File: src/rtl/flrpc_pkg.sv
// Package of timing constants and enumerations for the fan lock and restart control
package flrpc_pkg;

    // ****************************************************************
    // Clock and timing
    // ****************************************************************
    localparam int unsigned CLK_HZ = 40000000;
    localparam int unsigned TON_MS = 500;
    localparam int unsigned TOFF_MS = 5000;
    localparam int unsigned PWM_LOW_MS = 70;
    localparam int unsigned PWM_MIN_HZ = 15;
    localparam int unsigned TICK_US = 1000;
    localparam int unsigned TICK_CYC = CLK_HZ / 1000000 * TICK_US;
    localparam int unsigned TON_TICKS = TON_MS;
    localparam int unsigned TOFF_TICKS = TOFF_MS;
    localparam int unsigned PWM_LOW_TICKS = PWM_LOW_MS;
    localparam int unsigned PWM_SLOW_TICKS = 1000 / PWM_MIN_HZ;
    localparam int unsigned SOFT_START_TICKS = 100;
    localparam int unsigned SOFT_HALF_CYC = 500;

    // ****************************************************************
    // States
    // ****************************************************************
    typedef enum logic [1:0] {
        FLRPC_RUN = 2'b00,
        FLRPC_LOCK_ON = 2'b01,
        FLRPC_LOCK_OFF = 2'b10,
        FLRPC_SOFT = 2'b11
    } flrpc_state_t;

endpackage

File: src/rtl/flrpc_tick_div.sv
// Divider that turns the system clock into a one-cycle millisecond tick enable
`timescale 1ns/1ps
`default_nettype none
module flrpc_tick_div #(
    parameter int unsigned DIV = flrpc_pkg::TICK_CYC
) (
    input wire logic mclk,
    input wire logic rstn,
    output logic tick
);
    typedef struct packed {
        logic [15:0] cnt;
        logic tick;
    } flrpc_div_t;

    flrpc_div_t r;
    flrpc_div_t next_r;

    always_comb begin
        next_r = r;
        next_r.tick = 1'b0;
        if (r.cnt == 16'(DIV - 1)) begin
            next_r.cnt = 16'h0000;
            next_r.tick = 1'b1;
        end else begin
            next_r.cnt = r.cnt + 16'h0001;
        end
    end

    always_ff @(posedge mclk) begin
        if (!rstn) begin
            r <= '0;
        end else begin
            r <= next_r;
        end
    end

    assign tick = r.tick;
endmodule
`default_nettype wire

File: src/rtl/flrpc_ctrl.sv
// Lock detection, auto restart, soft start and PWM gating for a single-phase fan pre-driver
`timescale 1ns/1ps
`default_nettype none
module flrpc_ctrl #(
    parameter int unsigned TON_TICKS = flrpc_pkg::TON_TICKS,
    parameter int unsigned TOFF_TICKS = flrpc_pkg::TOFF_TICKS,
    parameter int unsigned TICK_CYC = flrpc_pkg::TICK_CYC
) (
    input wire logic mclk,
    input wire logic rstn,
    input wire logic hall_pos_gt,
    input wire logic pwm_in,
    input wire logic pwm_open,
    input wire logic min_speed_set_input,
    output logic drive_out_a,
    output logic drive_out_b,
    output logic speed_pulse_out_o,
    output logic speed_pulse_out_oe_n,
    output logic lock_prot_off
);
    // ****************************************************************
    // State
    // ****************************************************************
    typedef struct packed {
        flrpc_pkg::flrpc_state_t st;
        logic [12:0] tcnt;
        logic [6:0] lowcnt;
        logic [6:0] percnt;
        logic pwm_slow;
        logic prot_off;
        logic hall_q;
        logic pwm_q;
        logic [9:0] chop;
        logic chop_ph;
        logic out_a;
        logic out_b;
        logic fg_oe_n;
    } flrpc_ctrl_t;

    flrpc_ctrl_t r;
    flrpc_ctrl_t next_r;
    logic tick;
    logic pwm_eff;
    logic hall_edge;
    logic prot_en;

    flrpc_tick_div #(.DIV(TICK_CYC)) u_div (
        .mclk(mclk),
        .rstn(rstn),
        .tick(tick)
    );

    // Floating PWM reads as high
    assign pwm_eff = pwm_in | pwm_open;
    assign hall_edge = hall_pos_gt ^ r.hall_q;
    assign prot_en = !r.prot_off && !r.pwm_slow;

    // ****************************************************************
    // Next state
    // ****************************************************************
    always_comb begin
        logic run_a;
        logic run_b;
        run_a = 1'b0;
        run_b = 1'b0;
        next_r = r;
        next_r.hall_q = hall_pos_gt;
        next_r.pwm_q = pwm_eff;
        // PWM low time and period measurement in ms ticks
        if (pwm_eff) begin
            next_r.lowcnt = 7'h00;
            next_r.prot_off = 1'b0;
        end else if (tick && r.lowcnt != 7'h7F) begin
            next_r.lowcnt = r.lowcnt + 7'h01;
        end
        if (min_speed_set_input && r.lowcnt > 7'(flrpc_pkg::PWM_LOW_TICKS)) begin
            next_r.prot_off = 1'b1;
        end
        if (pwm_eff && !r.pwm_q) begin
            next_r.pwm_slow = (r.percnt > 7'(flrpc_pkg::PWM_SLOW_TICKS));
            next_r.percnt = 7'h00;
        end else if (tick && r.percnt != 7'h7F) begin
            next_r.percnt = r.percnt + 7'h01;
            if (r.percnt >= 7'(flrpc_pkg::PWM_SLOW_TICKS) && !pwm_eff) begin
                next_r.pwm_slow = 1'b1;
            end
        end
        // 50 percent chopper
        if (r.chop == 10'(flrpc_pkg::SOFT_HALF_CYC - 1)) begin
            next_r.chop = 10'h000;
            next_r.chop_ph = !r.chop_ph;
        end else begin
            next_r.chop = r.chop + 10'h001;
        end
        if (tick) begin
            next_r.tcnt = r.tcnt + 13'h0001;
        end
        unique case (r.st)
            flrpc_pkg::FLRPC_RUN: begin
                if (hall_edge || !prot_en) begin
                    next_r.tcnt = 13'h0000;
                end else if (r.tcnt >= 13'(TON_TICKS)) begin
                    next_r.st = flrpc_pkg::FLRPC_LOCK_OFF;
                    next_r.tcnt = 13'h0000;
                end
            end
            flrpc_pkg::FLRPC_LOCK_ON: begin
                if (hall_edge || !prot_en) begin
                    next_r.st = flrpc_pkg::FLRPC_SOFT;
                    next_r.tcnt = 13'h0000;
                end else if (r.tcnt >= 13'(TON_TICKS)) begin
                    next_r.st = flrpc_pkg::FLRPC_LOCK_OFF;
                    next_r.tcnt = 13'h0000;
                end
            end
            flrpc_pkg::FLRPC_LOCK_OFF: begin
                if (r.tcnt >= 13'(TOFF_TICKS)) begin
                    next_r.st = flrpc_pkg::FLRPC_LOCK_ON;
                    next_r.tcnt = 13'h0000;
                end
            end
            flrpc_pkg::FLRPC_SOFT: begin
                if (r.tcnt >= 13'(flrpc_pkg::SOFT_START_TICKS)) begin
                    next_r.st = flrpc_pkg::FLRPC_RUN;
                    next_r.tcnt = 13'h0000;
                end
            end
        endcase
        // Output drive
        run_a = hall_pos_gt;
        run_b = !hall_pos_gt;
        unique case (next_r.st)
            flrpc_pkg::FLRPC_LOCK_OFF: begin
                next_r.out_a = 1'b0;
                next_r.out_b = 1'b0;
            end
            flrpc_pkg::FLRPC_SOFT: begin
                next_r.out_a = run_a && pwm_eff && next_r.chop_ph;
                next_r.out_b = run_b && next_r.chop_ph;
            end
            flrpc_pkg::FLRPC_RUN, flrpc_pkg::FLRPC_LOCK_ON: begin
                next_r.out_a = run_a && pwm_eff;
                next_r.out_b = run_b;
            end
        endcase
        next_r.fg_oe_n = !hall_pos_gt;
    end

    always_ff @(posedge mclk) begin
        if (!rstn) begin
            r <= '0;
            r.st <= flrpc_pkg::FLRPC_LOCK_ON;
            r.pwm_q <= 1'b1;
            r.fg_oe_n <= 1'b1;
        end else begin
            r <= next_r;
        end
    end

    assign drive_out_a = r.out_a;
    assign drive_out_b = r.out_b;
    assign speed_pulse_out_o = 1'b0;
    assign speed_pulse_out_oe_n = r.fg_oe_n;
    assign lock_prot_off = !prot_en;

    // ****************************************************************
    // Checks
    // ****************************************************************
    lock_off_quiet_a: assert property (@(posedge mclk) disable iff (!rstn)
        (r.st == flrpc_pkg::FLRPC_LOCK_OFF) |-> (!drive_out_a && !drive_out_b))
        else $error("drives active during lock off");
    off_no_escape_a: assert property (@(posedge mclk) disable iff (!rstn)
        (r.st == flrpc_pkg::FLRPC_LOCK_OFF && r.tcnt < 13'(TOFF_TICKS)) |=> (r.st != flrpc_pkg::FLRPC_SOFT))
        else $error("left lock off before interval ended");
    on_hall_resume_a: assert property (@(posedge mclk) disable iff (!rstn)
        (r.st == flrpc_pkg::FLRPC_LOCK_ON && hall_edge) |=> (r.st == flrpc_pkg::FLRPC_SOFT))
        else $error("hall edge in drive on did not resume");
    pwm_gate_a: assert property (@(posedge mclk) disable iff (!rstn)
        (!pwm_in && !pwm_open) |=> !drive_out_a)
        else $error("high side on with pwm low");
    fg_follow_a: assert property (@(posedge mclk) disable iff (!rstn)
        hall_pos_gt |=> !speed_pulse_out_oe_n)
        else $error("speed pulse not pulled low");
    off_timeout_a: assert property (@(posedge mclk) disable iff (!rstn)
        (r.st == flrpc_pkg::FLRPC_LOCK_OFF && r.tcnt >= 13'(TOFF_TICKS)) |=> (r.st == flrpc_pkg::FLRPC_LOCK_ON))
        else $error("drive off interval overrun");
    on_timeout_a: assert property (@(posedge mclk) disable iff (!rstn)
        (r.st == flrpc_pkg::FLRPC_LOCK_ON && !hall_edge && prot_en && r.tcnt >= 13'(TON_TICKS))
        |=> (r.st == flrpc_pkg::FLRPC_LOCK_OFF))
        else $error("drive on interval overrun");
    prot_off_a: assert property (@(posedge mclk) disable iff (!rstn)
        (min_speed_set_input && !pwm_in && !pwm_open && r.lowcnt > 7'(flrpc_pkg::PWM_LOW_TICKS))
        |=> r.prot_off)
        else $error("protection not turned off after long pwm low");
    open_full_a: assert property (@(posedge mclk) disable iff (!rstn)
        (pwm_open && r.st == flrpc_pkg::FLRPC_RUN && next_r.st == flrpc_pkg::FLRPC_RUN && hall_pos_gt)
        |=> drive_out_a)
        else $error("open pwm did not give full drive");
    soft_chop_a: assert property (@(posedge mclk) disable iff (!rstn)
        (next_r.st == flrpc_pkg::FLRPC_SOFT && !next_r.chop_ph) |=> (!drive_out_a && !drive_out_b))
        else $error("drive active in soft start off phase");
    soft_end_a: assert property (@(posedge mclk) disable iff (!rstn)
        (r.st == flrpc_pkg::FLRPC_SOFT && r.tcnt >= 13'(flrpc_pkg::SOFT_START_TICKS))
        |=> (r.st == flrpc_pkg::FLRPC_RUN))
        else $error("soft start did not end");
    slow_no_lock_a: assert property (@(posedge mclk) disable iff (!rstn)
        (r.st == flrpc_pkg::FLRPC_RUN && r.pwm_slow) |=> (r.st == flrpc_pkg::FLRPC_RUN))
        else $error("lock protection acted with slow pwm");
    fg_release_a: assert property (@(posedge mclk) disable iff (!rstn)
        !hall_pos_gt |=> speed_pulse_out_oe_n)
        else $error("speed pulse held low with hall low");
    run_restart_a: assert property (@(posedge mclk) disable iff (!rstn)
        (r.st == flrpc_pkg::FLRPC_RUN && hall_edge) |=> (r.tcnt == 13'h0000))
        else $error("hall edge did not restart lock timer");
endmodule
`default_nettype wire

File: config.mk
export PLATFORM = sky130hd
export DESIGN_NAME = flrpc_ctrl
export DESIGN_NICKNAME = d
export VERILOG_FILES = /design/src/rtl/flrpc_pkg.sv /design/src/rtl/flrpc_tick_div.sv /design/src/rtl/flrpc_ctrl.sv
export SDC_FILE = /design/constraint.sdc
export NUM_CORES = 1
export LEC_CHECK = 0
export BUFFER_PORTS_ARGS = -buffer_cell sky130_fd_sc_hd__buf_2
export CORE_AREA = 2 2 76 78
export CTS_CLUSTER_SIZE = 14
export DETAILED_ROUTE_END_ITERATION = 6
export DIE_AREA = 0 0 78 80
export GPL_TIMING_DRIVEN = 0
export PLACE_DENSITY_LB_ADDON = 0.1
export SLEW_MARGIN = 30
export SYNTH_ARGS = -nofsm -noshare
export SYNTH_HDL_FRONTEND = slang
export SYNTH_SLANG_ARGS = --single-unit
File: constraint.sdc
create_clock -name mclk -period 2.54 [get_ports mclk]
set_clock_uncertainty 0.2 [all_clocks]
set_input_delay 0.127 -clock mclk [delete_from_list [all_inputs] [get_ports mclk]]
set_output_delay 0.127 -clock mclk [all_outputs]
set_load 0.05 [all_outputs]
==> flow_summary.toml <==
[clock_tree]
cts.htree.levels = 3
ctsResizeCount = 0
cts-buffers-inserted = 9
cts_num_sinks = 64
worst_skew_pair.late_latency_ps = 330
cts_hold_buffers = 5
tritoncts = "yes"
clk_path_buf_depth = 2
clock_edge_transition_at_the_registers_on_the_reported_setup_and_hold_paths_ps = 70
cts_root_buffer = "sky130_fd_sc_hd__clkbuf_8"
postCtsSetupRepairBufs = 0

[synthesis]
synth-adder-area-share_pct = 3.59
syn-cell-area_sq_um = 2790
ys_seq_elements = 64
ys.warnings.count = 0
synth_area_per_cell_sq_um = 8.85
synth_mux_area_share_pct = 0.359
syn-num-nets = 329
xor_xnor_fraction_of_synth_area_pct = 13.8
syn-instance-count = 315
ys_seq_area_share_pct = 46.0
post_synth_and_or_nand_nor_area_fraction_pct = 25.4
synth_cell_types = 43
largest_family_of_logic_cells_by_synthesized_area = "simple AND/OR/NAND/NOR gates"
synth-compound-area-share_pct = 7.68

[final_layout]
syn_to_final_growth_pct = 13.1
num-fill-cells = 495
layout.nets = 353
antenna-diode-count = 0
drive_gt1_share_pct = 9.88
area.sequential_sq_um = 1280
multi_input_area_sq_um = 1420
final_cell_count_without_fillers = 416

[worst_setup_path]
critical_path.max_stage_delay_ps = 530
cp.arrival_ps = 2090
timing.setup.critical_path_class = "register to register"
slowest_stage = "sky130_fd_sc_hd__a31oi_1"
cp_data_required_time_ps = 2540
cp-start-kind = "register"
timing.critical_path.to_type = "register"
timing.critical_path.cells = "ha_1 -> and4_1 -> a31oi_1 -> nand4_1 -> xor2_1 -> nor2_1"
worstPathMaxFanout = 8

[die]
die_x_um = 78
io_pins = 11
start_util_pct = 51.6
placement_rows = 27
dieArea_sq_um = 6240
core_region_area_sq_um = 5410
die_height_um = 80

[route]
drt_drc_violations_left = 0
drt_first_pass_iters = 4
drt-vias-per-instance = 5.03
drt-wirelength-per-cell_um = 11.6
num_vias = 2091
antenna_left = 0
finalWirelength_um = 4840
first_iter_violations = 63

[power]
relative_contribution_of_sequential_cells_to_total_power_pct = 52.2
ir_worst_vdd_uv = 396
leakagePower_nw = 1.21
clkPwrFrac_pct = 40.5
internal_power_mw = 1.51
switching_power_summed_over_all_nets_mw = 0.482
combinationalPowerShare_pct = 7.3
p_per_area_nw_per_um2 = 633
p_sw_share_pct = 24.2

[sta]
timing.final.hold_violations = 0
rsz0062_at_grt = "false"
setup-violations-final = 0
hold_slack_ps = 19.3
layout_worst_path_cycle_share_pct = 82.1
timing_worst_slew_pin_value_ps = 669
timing.final.crit_period_ps = 2090
timing.setup.tns_ps = 0
max_freq_mhz = 479
timing_max_transition_violations_final = 0
maxSlewHeadroom_pct = 55.2

[global_routing]
vias_in_the_first_global_route = 1901
grt_antenna_before_repair = 0
grt_max_degree = 11
overall_fraction_of_global_route_tracks_in_use_pct = 17.3
grt_remaining_overflow = 0
grt_pass1_wl_um = 8440

[placed_design]
port_buffers = 8
placed_wire_length_estimate_after_detailed_placement_um = 3340
finalWeightedCongestion = 0.795
numPlacedInstances = 395

[hold_path]
hp_class = "input port to register"

[flow_run]
cap_violations = 0

[status]
status = "complete, no violations"
metal layers:
metal	GRT usage (%)	wire (um)	vias to the layer above
met5	0	0	-
met3	4.41	92	9
li1	-	-	1118
met1	21.9	2370	950
met4	9.47	102	0
met2	27.0	2270	14
per-stage QoR:
stage	power [mW]	worst slack [ps]	cell area (sq um)	util [%]
finish	1.99	454	3150	58.3
global route	2.08	244	3150	58.3
CTS	2.02	423	3150	58.3
detailed placement	1.20	426	2920	54.0
global placement	1.20	430	2920	54.0
floorplan	1.17	670	2790	-
synthesized netlist by cell type, drive strengths merged:
library cell | n | area (sq um)
nand4 | 10 | 62.6
nor4b | 1 | 8.76
a32oi | 1 | 8.76
and4 | 6 | 55.1
o21ai | 10 | 53.8
clkbuf | 2 | 7.51
nor2b | 1 | 6.26
o311a | 1 | 10.0
a31oi | 4 | 25.0
and3 | 8 | 50.1
inv | 12 | 45.0
and2 | 3 | 18.8
o21a | 1 | 7.51
o2111ai | 1 | 8.76
mux2i | 1 | 10.0
conb | 1 | 3.75
a211oi | 6 | 45.0
o211ai | 2 | 15.0
nand2b | 1 | 6.26
buf | 5 | 33.8
ha | 8 | 100
or4 | 2 | 18.8
a21oi | 4 | 23.8
nor4 | 1 | 6.26
nor2 | 62 | 233
nand3 | 16 | 80.1
or3 | 3 | 18.8
xnor2 | 14 | 123
or2 | 2 | 12.5
a211o | 1 | 8.76
nor4bb | 1 | 10.0
a21boi | 1 | 7.51
xor2 | 30 | 263
nand2 | 20 | 75.1
dfxtp | 64 | 1280
nor3 | 9 | 45.0
sequential cells by signal, indices dropped and copies added, names as in the netlist:
| register | cells |
|---|---|
| r | 44 |
| u_div.r | 16 |
| drive_out_b | 1 |
| drive_out_a | 1 |
| speed_pulse_out_oe_n | 1 |
| u_div.tick | 1 |
critical path: cells and delay by family, from the launching register on:
family | cells | cell delay (ps)
flip-flops | 1 | 370
XOR/XNOR | 1 | 160
adder cells (fa/ha/maj) | 1 | 230
AO/OA/AOI/OAI | 1 | 530
AND/OR/NAND/NOR | 3 | 450
layout make-up:
class,count,share of cell area (%)
clock inverter,2,0.397
clock buffer,14,5.48
tap,72,2.86
timing repair buffer,13,2.86
multi-input combinational,232,45.0
buffer,7,1.31
inverter,12,1.43
sequential,64,40.6
placed cells by master (no fill, tap or decap), types with 4 or more instances in the layout:
master	n
sky130_fd_sc_hd__nand4_1	10
sky130_fd_sc_hd__a31oi_1	4
sky130_fd_sc_hd__buf_2	11
sky130_fd_sc_hd__a211oi_1	6
sky130_fd_sc_hd__xnor2_1	14
sky130_fd_sc_hd__xor2_1	30
sky130_fd_sc_hd__and4_1	4
sky130_fd_sc_hd__dfxtp_1	64
sky130_fd_sc_hd__nor3_1	9
sky130_fd_sc_hd__inv_1	12
sky130_fd_sc_hd__nand3_1	16
sky130_fd_sc_hd__clkbuf_1	4
sky130_fd_sc_hd__ha_1	8
sky130_fd_sc_hd__nor2_1	62
sky130_fd_sc_hd__o21ai_0	7
sky130_fd_sc_hd__dlygate4sd3_1	5
sky130_fd_sc_hd__clkbuf_8	12
sky130_fd_sc_hd__nand2_1	20
sky130_fd_sc_hd__and3_1	8
kinds of logic after synthesis:
logic type      Yosys count
other cells               1
flops                    64
xor+xnor                 44
buf+inv                  19
mux                       1
simple gates            146
fa+ha+maj                 8
compound gates           32
worst paths after layout:
check / from / depth (start not counted) / to / slack [ps]
worst max-delay path: r[19] / 6 / r[23] / 450
worst min-delay path: pwm_open / 4 / r[16] / 20
worst max register to register: r[19] / 6 / r[23] / 450
worst min register to register: u_div.r[1] / 1 / u_div.r[1] / 240
power groups by stage:
stage | registers (mW) | clock network, mW | logic, mW
final | 1.04 | 0.808 | 0.146
after global routing | 1.04 | 0.874 | 0.162
after CTS | 1.04 | 0.834 | 0.148
after detailed placement | 1.06 | 0 | 0.140
after global placement | 1.06 | 0 | 0.139
after floorplan | 1.07 | 0 | 0.0965
Power figures use the tool's default switching activity.
